File: config.mk
export PLATFORM = sky130hd
export DESIGN_NAME = drive_parameter_register_map
export DESIGN_NICKNAME = d
export VERILOG_FILES = /design/src/pkg/drive_param_pkg.sv /design/src/hw/drive_parameter_register_map.sv
export SDC_FILE = /design/constraint.sdc
export NUM_CORES = 1
export LEC_CHECK = 0
export ABC_AREA = 0
export BUFFER_PORTS_ARGS = -buffer_cell sky130_fd_sc_hd__buf_2
export CAP_MARGIN = 20
export CORE_MARGIN = 3
export CORE_UTILIZATION = 45
export CTS_BUF_LIST = sky130_fd_sc_hd__clkbuf_4 sky130_fd_sc_hd__clkbuf_8
export DETAILED_ROUTE_END_ITERATION = 6
export PLACE_DENSITY = 0.68
export SLEW_MARGIN = 10
export SYNTH_ARGS = -nofsm -noshare
export SYNTH_HDL_FRONTEND = slang
export SYNTH_SLANG_ARGS = --single-unit
export TNS_END_PERCENT = 10
File: constraint.sdc
create_clock -name clk_i -period 3.7 [get_ports clk_i]
set_clock_uncertainty 0.05 [all_clocks]
set_input_delay 0.925 -clock clk_i [delete_from_list [all_inputs] [get_ports clk_i]]
set_output_delay 0.925 -clock clk_i [all_outputs]
set_load 0.02 [all_outputs]
File: src/pkg/drive_param_pkg.sv
package drive_param_pkg;

    // protocol address plus this offset gives the internal register number
    localparam logic [15:0] ADDR_OFFSET     = 16'h0001;

    localparam logic [15:0] REG_ACCEL_HI    = 16'h1103;
    localparam logic [15:0] REG_ACCEL_LO    = 16'h1104;
    localparam logic [15:0] REG_DECEL_HI    = 16'h1105;
    localparam logic [15:0] REG_DECEL_LO    = 16'h1106;
    localparam logic [15:0] REG_DIRECTION   = 16'h1107;
    localparam logic [15:0] REG_FREQ_SRC    = 16'h1201;
    localparam logic [15:0] REG_RUN_SRC     = 16'h1202;
    localparam logic [15:0] REG_BASE_FREQ   = 16'h1203;
    localparam logic [15:0] REG_MAX_FREQ    = 16'h1204;
    localparam logic [15:0] REG_ANALOG_SW   = 16'h1205;
    localparam logic [15:0] REG_THIRD_IN    = 16'h1206;
    localparam logic [15:0] REG_VSTART_HI   = 16'h120b;
    localparam logic [15:0] REG_VSTART_LO   = 16'h120c;

    // ranges of accepted values
    localparam logic [31:0] RAMP_MIN        = 32'h00000001;
    localparam logic [31:0] RAMP_MAX        = 32'h00057e40;
    localparam logic [31:0] VSTART_MAX      = 32'h00009c40;
    localparam logic [15:0] FREQ_MIN        = 16'h001e;
    localparam logic [15:0] FREQ_LIMIT      = 16'h0190;
    localparam logic [15:0] DIR_MAX         = 16'h0001;
    localparam logic [15:0] FSRC_LAST_LOW   = 16'h0007;
    localparam logic [15:0] FSRC_COMPUTED   = 16'h000a;
    localparam logic [15:0] RSRC_MIN        = 16'h0001;
    localparam logic [15:0] RSRC_MAX        = 16'h0005;
    localparam logic [15:0] ASW_MAX         = 16'h0004;
    localparam logic [15:0] THIRD_MAX       = 16'h0003;

    // reset values
    localparam logic [31:0] RAMP_RST        = 32'h00000bb8;
    localparam logic [31:0] VSTART_RST      = 32'h00000000;
    localparam logic [15:0] DIR_RST         = 16'h0000;
    localparam logic [15:0] FSRC_RST        = 16'h0001;
    localparam logic [15:0] RSRC_RST        = 16'h0001;
    localparam logic [15:0] FREQ_RST        = 16'h003c;
    localparam logic [15:0] ASW_RST         = 16'h0000;
    localparam logic [15:0] THIRD_RST       = 16'h0000;

    // exception codes of the answer
    localparam logic [7:0]  EXC_NONE        = 8'h00;
    localparam logic [7:0]  EXC_ADDR        = 8'h02;
    localparam logic [7:0]  EXC_DATA        = 8'h03;

    typedef struct packed {
        logic        valid;
        logic        write;
        logic [15:0] addr;
        logic [15:0] wdata;
    } req_s;

    typedef struct packed {
        logic        valid;
        logic [15:0] rdata;
        logic [7:0]  exc;
    } rsp_s;

    typedef struct packed {
        logic [31:0] accel_time;
        logic [31:0] decel_time;
        logic        reverse;
        logic [8:0]  freq_src;
        logic [4:0]  run_src;
        logic [15:0] base_freq;
        logic [15:0] max_freq;
        logic [4:0]  analog_sw;
        logic [3:0]  third_in;
        logic [31:0] volt_start;
    } param_s;

endpackage

File: src/hw/drive_parameter_register_map.sv
module drive_parameter_register_map (
    input  wire logic                  clk_i,    // control clock
    input  wire logic                  rst_b_i,  // async reset, active low
    input  wire drive_param_pkg::req_s req_i,    // register request from framer
    output drive_param_pkg::rsp_s      rsp_o,    // answer, one cycle later
    output drive_param_pkg::param_s    param_o   // stored and decoded settings
);

    logic [31:0]             accel_reg,   accel_next;
    logic [31:0]             decel_reg,   decel_next;
    logic [31:0]             vstart_reg,  vstart_next;
    logic [15:0]             accel_hi_reg, accel_hi_next;
    logic [15:0]             decel_hi_reg, decel_hi_next;
    logic [15:0]             vstart_hi_reg, vstart_hi_next;
    logic [15:0]             dir_reg,     dir_next;
    logic [15:0]             fsrc_reg,    fsrc_next;
    logic [15:0]             rsrc_reg,    rsrc_next;
    logic [15:0]             base_reg,    base_next;
    logic [15:0]             max_reg,     max_next;
    logic [15:0]             asw_reg,     asw_next;
    logic [15:0]             third_reg,   third_next;
    drive_param_pkg::rsp_s   rsp_reg,     rsp_next;
    drive_param_pkg::param_s param_reg,   param_next;
    logic [15:0]             int_addr;
    logic [15:0]             rd_val;
    logic                    hit;
    logic                    ok;
    logic [31:0]             cand;

    always_comb begin
        accel_next     = accel_reg;
        decel_next     = decel_reg;
        vstart_next    = vstart_reg;
        accel_hi_next  = accel_hi_reg;
        decel_hi_next  = decel_hi_reg;
        vstart_hi_next = vstart_hi_reg;
        dir_next       = dir_reg;
        fsrc_next      = fsrc_reg;
        rsrc_next      = rsrc_reg;
        base_next      = base_reg;
        max_next       = max_reg;
        asw_next       = asw_reg;
        third_next     = third_reg;
        rsp_next       = '0;
        rd_val         = '0;
        hit            = 1'b1;
        ok             = 1'b1;
        cand           = '0;
        int_addr = req_i.addr + drive_param_pkg::ADDR_OFFSET;
        case (int_addr)
            drive_param_pkg::REG_ACCEL_HI: begin
                rd_val = accel_reg[31:16];
            end
            drive_param_pkg::REG_ACCEL_LO: begin
                rd_val = accel_reg[15:0];
                cand   = {accel_hi_reg, req_i.wdata};
                ok     = (cand >= drive_param_pkg::RAMP_MIN) &&
                         (cand <= drive_param_pkg::RAMP_MAX);
            end
            drive_param_pkg::REG_DECEL_HI: begin
                rd_val = decel_reg[31:16];
            end
            drive_param_pkg::REG_DECEL_LO: begin
                rd_val = decel_reg[15:0];
                cand   = {decel_hi_reg, req_i.wdata};
                ok     = (cand >= drive_param_pkg::RAMP_MIN) &&
                         (cand <= drive_param_pkg::RAMP_MAX);
            end
            drive_param_pkg::REG_DIRECTION: begin
                rd_val = dir_reg;
                ok     = req_i.wdata <= drive_param_pkg::DIR_MAX;
            end
            drive_param_pkg::REG_FREQ_SRC: begin
                rd_val = fsrc_reg;
                ok     = (req_i.wdata <= drive_param_pkg::FSRC_LAST_LOW) ||
                         (req_i.wdata == drive_param_pkg::FSRC_COMPUTED);
            end
            drive_param_pkg::REG_RUN_SRC: begin
                rd_val = rsrc_reg;
                ok     = (req_i.wdata >= drive_param_pkg::RSRC_MIN) &&
                         (req_i.wdata <= drive_param_pkg::RSRC_MAX);
            end
            drive_param_pkg::REG_BASE_FREQ: begin
                rd_val = base_reg;
                ok     = (req_i.wdata >= drive_param_pkg::FREQ_MIN) &&
                         (req_i.wdata <= max_reg);
            end
            drive_param_pkg::REG_MAX_FREQ: begin
                rd_val = max_reg;
                ok     = (req_i.wdata >= drive_param_pkg::FREQ_MIN) &&
                         (req_i.wdata <= drive_param_pkg::FREQ_LIMIT) &&
                         (req_i.wdata >= base_reg);
            end
            drive_param_pkg::REG_ANALOG_SW: begin
                rd_val = asw_reg;
                ok     = req_i.wdata <= drive_param_pkg::ASW_MAX;
            end
            drive_param_pkg::REG_THIRD_IN: begin
                rd_val = third_reg;
                ok     = req_i.wdata <= drive_param_pkg::THIRD_MAX;
            end
            drive_param_pkg::REG_VSTART_HI: begin
                rd_val = vstart_reg[31:16];
            end
            drive_param_pkg::REG_VSTART_LO: begin
                rd_val = vstart_reg[15:0];
                cand   = {vstart_hi_reg, req_i.wdata};
                ok     = cand <= drive_param_pkg::VSTART_MAX;
            end
            default: begin
                hit = 1'b0;
            end
        endcase
        if (req_i.valid) begin
            rsp_next.valid = 1'b1;
            if (!hit) begin
                rsp_next.exc = drive_param_pkg::EXC_ADDR;
            end else if (!req_i.write) begin
                rsp_next.rdata = rd_val;
            end else if (!ok) begin
                rsp_next.exc = drive_param_pkg::EXC_DATA;
            end else begin
                // high words wait in a holding register so a pair commits whole
                case (int_addr)
                    drive_param_pkg::REG_ACCEL_HI:  accel_hi_next  = req_i.wdata;
                    drive_param_pkg::REG_ACCEL_LO:  accel_next     = cand;
                    drive_param_pkg::REG_DECEL_HI:  decel_hi_next  = req_i.wdata;
                    drive_param_pkg::REG_DECEL_LO:  decel_next     = cand;
                    drive_param_pkg::REG_DIRECTION: dir_next       = req_i.wdata;
                    drive_param_pkg::REG_FREQ_SRC:  fsrc_next      = req_i.wdata;
                    drive_param_pkg::REG_RUN_SRC:   rsrc_next      = req_i.wdata;
                    drive_param_pkg::REG_BASE_FREQ: base_next      = req_i.wdata;
                    drive_param_pkg::REG_MAX_FREQ:  max_next       = req_i.wdata;
                    drive_param_pkg::REG_ANALOG_SW: asw_next       = req_i.wdata;
                    drive_param_pkg::REG_THIRD_IN:  third_next     = req_i.wdata;
                    drive_param_pkg::REG_VSTART_HI: vstart_hi_next = req_i.wdata;
                    drive_param_pkg::REG_VSTART_LO: vstart_next    = cand;
                    default: begin
                    end
                endcase
            end
        end
        param_next.accel_time = accel_next;
        param_next.decel_time = decel_next;
        param_next.volt_start = vstart_next;
        param_next.reverse    = dir_next[0];
        // one-hot source, code 10 on the top bit
        if (fsrc_next == drive_param_pkg::FSRC_COMPUTED) begin
            param_next.freq_src = 9'h100;
        end else begin
            param_next.freq_src = 9'h001 << fsrc_next[2:0];
        end
        param_next.run_src    = 5'h01 << (rsrc_next[2:0] - 3'h1);
        param_next.base_freq  = base_next;
        param_next.max_freq   = max_next;
        param_next.analog_sw  = 5'h01 << asw_next[2:0];
        param_next.third_in   = 4'h1 << third_next[1:0];
    end

    always_ff @(posedge clk_i or negedge rst_b_i) begin
        if (!rst_b_i) begin
            accel_reg     <= drive_param_pkg::RAMP_RST;
            decel_reg     <= drive_param_pkg::RAMP_RST;
            vstart_reg    <= drive_param_pkg::VSTART_RST;
            accel_hi_reg  <= drive_param_pkg::RAMP_RST[31:16];
            decel_hi_reg  <= drive_param_pkg::RAMP_RST[31:16];
            vstart_hi_reg <= drive_param_pkg::VSTART_RST[31:16];
            dir_reg       <= drive_param_pkg::DIR_RST;
            fsrc_reg      <= drive_param_pkg::FSRC_RST;
            rsrc_reg      <= drive_param_pkg::RSRC_RST;
            base_reg      <= drive_param_pkg::FREQ_RST;
            max_reg       <= drive_param_pkg::FREQ_RST;
            asw_reg       <= drive_param_pkg::ASW_RST;
            third_reg     <= drive_param_pkg::THIRD_RST;
            rsp_reg       <= '0;
            param_reg     <= '{accel_time: drive_param_pkg::RAMP_RST,
                               decel_time: drive_param_pkg::RAMP_RST,
                               reverse:    1'b0,
                               freq_src:   9'h002,
                               run_src:    5'h01,
                               base_freq:  drive_param_pkg::FREQ_RST,
                               max_freq:   drive_param_pkg::FREQ_RST,
                               analog_sw:  5'h01,
                               third_in:   4'h1,
                               volt_start: drive_param_pkg::VSTART_RST};
        end else begin
            accel_reg     <= accel_next;
            decel_reg     <= decel_next;
            vstart_reg    <= vstart_next;
            accel_hi_reg  <= accel_hi_next;
            decel_hi_reg  <= decel_hi_next;
            vstart_hi_reg <= vstart_hi_next;
            dir_reg       <= dir_next;
            fsrc_reg      <= fsrc_next;
            rsrc_reg      <= rsrc_next;
            base_reg      <= base_next;
            max_reg       <= max_next;
            asw_reg       <= asw_next;
            third_reg     <= third_next;
            rsp_reg       <= rsp_next;
            param_reg     <= param_next;
        end
    end

    assign rsp_o   = rsp_reg;
    assign param_o = param_reg;
endmodule

==> flow_metrics.py <==
metrics = {
    "clock_network": {
        "clkSinkCount": 298,
        "clock_path_buffers": 3,
        "path_clk_slew_ns": 0.06,
        "cts_hold_buf": 0,
        "htree_levels": 2,
        "cts_tree": "done",
        "cts_made_buffers": 50,
        "root_buffer": "clkbuf_8",
        "clock_latency_ns": 0.59,
    },
    "drt": {
        "first_pass_iters": 7,
        "drc": 0,
        "wirelength_um": 44800,
        "viasPerCell": 5.68,
        "drtIter0Drc": 970,
        "ant_nets": 0,
        "wl_per_cell_um": 22.9,
        "via_count": 11100,
    },
    "timing": {
        "rsz0062_at_grt": "no",
        "whs_ns": 0.293,
        "timing.fmax_ghz": 0.276,
        "report.final.slew_viol_count": 0,
        "hold_viol": 0,
        "setup_viol": 0,
        "fin_crit_sh": 0.978,
        "slew_headroom": 0.399,
        "worst_slew_pin_slew_ns": 0.901,
        "min_period_ns": 3.62,
        "setup_tns_ns": 0,
    },
    "synth": {
        "yosys_warnings": 0,
        "async_flop_share": 1.00,
        "synthFlopType": "dfrtp_1",
        "synth_cell_types": 77,
        "synth_seq_cells": 298,
        "synth_cells": 1128,
        "yosysSeqAreaShare": 0.545,
        "syn_avg_cell_area_um2": 12.2,
        "netlist_area_um2": 13700,
        "synth-edff-count": 0,
    },
    "layout": {
        "syn2layout_area_growth_pct": 31.5,
        "layout_common_cells": "dfrtp_1, buf_2, buf_4",
        "largest_reg_flops": 151,
        "final_common_cell": "dfrtp_1",
        "fin_nets": 1594,
        "stdcell_area_um2": 18100,
        "utilization": 0.605,
        "stdcell_count": 1956,
        "drive_above_1_share": 0.458,
        "diodes": 0,
    },
    "placement": {
        "place.gp.congestion": 0.961,
        "place_inst": 1859,
        "port_buffers": 206,
        "hpwl_um": 33300,
        "dpl-instance-area_um2": 16800,
    },
    "power": {
        "p_sw_frac": 0.228,
        "pwr-share-clk": 0.474,
        "p_comb_frac": 0.052,
        "leakagePower_uw": 0.00930,
        "vdd_drop_max_mv": 0.296,
        "p_seq_frac": 0.474,
        "power.switching_uw": 1570,
        "p_int_uw": 5320,
        "power.density_nw_per_um2": 381,
    },
    "outcome": {
        "outcome": "complete, no violations",
    },
    "floorplan": {
        "dieArea_um2": 32700,
        "core_area_um2": 29900,
        "io_pins": 213,
        "die_y_um": 181,
        "start_util": 0.460,
        "die_w_um": 181,
        "row_count": 63,
    },
    "flow_run": {
        "cap_violations": 0,
    },
    "global_routing": {
        "grt.overflow.total": 0,
        "grt_pass1_vias": 11400,
        "antenna_found_initial": 1,
        "grt_max_degree": 83,
        "grtUsageTotal": 0.273,
        "grt_pass1_wl_um": 68900,
    },
    "worst_setup_path": {
        "critPathCaptureType": "flop",
        "arrival_ns": 4.05,
        "cp_max_fo": 5,
        "path_class": "input pin to flop",
        "cp-start-kind": "input pin",
        "required_ns": 4.13,
    },
    "worst_hold_path": {
        "hp-class": "input pin to asynchronous set/reset pin",
    },
}
worst paths after layout:
kind,from,end,cells past startpoint,slack [ns]
max,req_i[18],param_o[40]$_DFF_PN0_,12,0.08
min,rst_b_i,param_o[57]$_DFFE_PN0P_,1,0.29
max reg2reg,param_o[59]$_DFFE_PN1P_,param_o[49]$_DFFE_PN0P_,14,0.19
min reg2reg,rsrc_reg[14]$_DFFE_PN0P_,rsrc_reg[14]$_DFFE_PN0P_,1,0.43
max in group asynchronous,rst_b_i,param_o[8]$_DFFE_PN0P_,2,2.41
min in group clk_i,rsrc_reg[14]$_DFFE_PN0P_,rsrc_reg[14]$_DFFE_PN0P_,1,0.43
cells in the mapped netlist, types with 4 or more instances:
master | count | area (µm²)
nor4b_1 | 4 | 35.0
dfrtp_1 | 270 | 6760
nand4_1 | 14 | 87.6
nand2_1 | 53 | 199
mux2_2 | 143 | 1610
a211oi_1 | 4 | 30.0
a22o_1 | 12 | 105
o2111ai_1 | 7 | 61.3
a221oi_1 | 17 | 149
or3b_2 | 5 | 43.8
nor2_1 | 24 | 90.1
ha_1 | 32 | 400
nor2b_1 | 7 | 43.8
buf_2 | 15 | 75.1
mux2_1 | 6 | 67.6
and4_1 | 4 | 35.0
mux2i_1 | 27 | 270
nand3_1 | 11 | 55.1
and3_1 | 10 | 62.6
or3_1 | 8 | 50.1
a41oi_1 | 4 | 35.0
nor3_1 | 12 | 60.1
a2111oi_0 | 4 | 35.0
a22oi_1 | 18 | 135
dfstp_2 | 28 | 736
a21oi_1 | 20 | 100
inv_1 | 40 | 150
a31oi_1 | 13 | 81.3
a222oi_1 | 27 | 270
buf_4 | 7 | 52.6
or4_1 | 11 | 82.6
o21ai_0 | 14 | 70.1
nand3b_1 | 7 | 52.6
clkbuf_1 | 48 | 180
nor4_1 | 12 | 75.1
o211ai_1 | 5 | 37.5
and2_1 | 122 | 763
through the flow:
step | setup WS [ns] | power, µW
2_1_floorplan | -0.239 | 3440
3_3_place_gp | -0.598 | 3670
3_5_place_dp | -0.669 | 3680
4_1_cts | 0.0569 | 6930
5_1_grt | 0.00527 | 7130
6_report | 0.0828 | 6880
layout make-up:
type,count,area [µm²]
Inverter,41,154
Sequential cell,298,7490
Tap cell,390,488
Timing Repair Buffer,415,2900
Clock buffer,82,1010
Clock inverter,10,128
Fill cell,2462,11800
Multi-Input combinational cell,720,5890
routing by layer:
metal,routed length (µm),part of all wire,vias to the layer above,track usage
met4,1770,0.039,0,0.103
met1,19300,0.43,5574,0.382
li1,-,-,4956,-
met5,0,0,-,0
met3,3070,0.068,87,0.0425
met2,20700,0.46,498,0.434
kinds of logic after synthesis:
logic type / synth area share
AOI/OAI and AO/OA: 0.109
xor gates and xnor gates: 0.00128
adders and majority gates: 0.0291
buffers and inverters: 0.0358
DFF: 0.545
muxes: 0.142
other: 0.000273
and+or+nand+nor: 0.138
repair_timing:
item / CTS / global route
setup endpoints to repair: 11 / 66
pin swaps: 2 / 0
gates resized for setup: 0 / 4
buffers inserted: 5 / 0
worst max-delay path: stages:
cell and delay, ns:
buf_2 0.14, nand4_1 0.23, buf_4 0.23, or4_1 0.54
a21oi_4 0.24, buf_4 0.14, nor4b_2 0.28, a311oi_1 0.13
or4_1 0.49, buf_4 0.18, o2111ai_1 0.28, mux2i_1 0.25
power by group through the flow:
| stage | combinational (µW) | clock (µW) | sequential (µW) |
|---|---|---|---|
| after floorplan | 114 | 0 | 3320 |
| after global placement | 350 | 0 | 3320 |
| after detailed placement | 355 | 0 | 3320 |
| after CTS | 357 | 3310 | 3260 |
| after global routing | 390 | 3480 | 3260 |
| final | 357 | 3260 | 3260 |
Power figures use the tool's default switching activity.
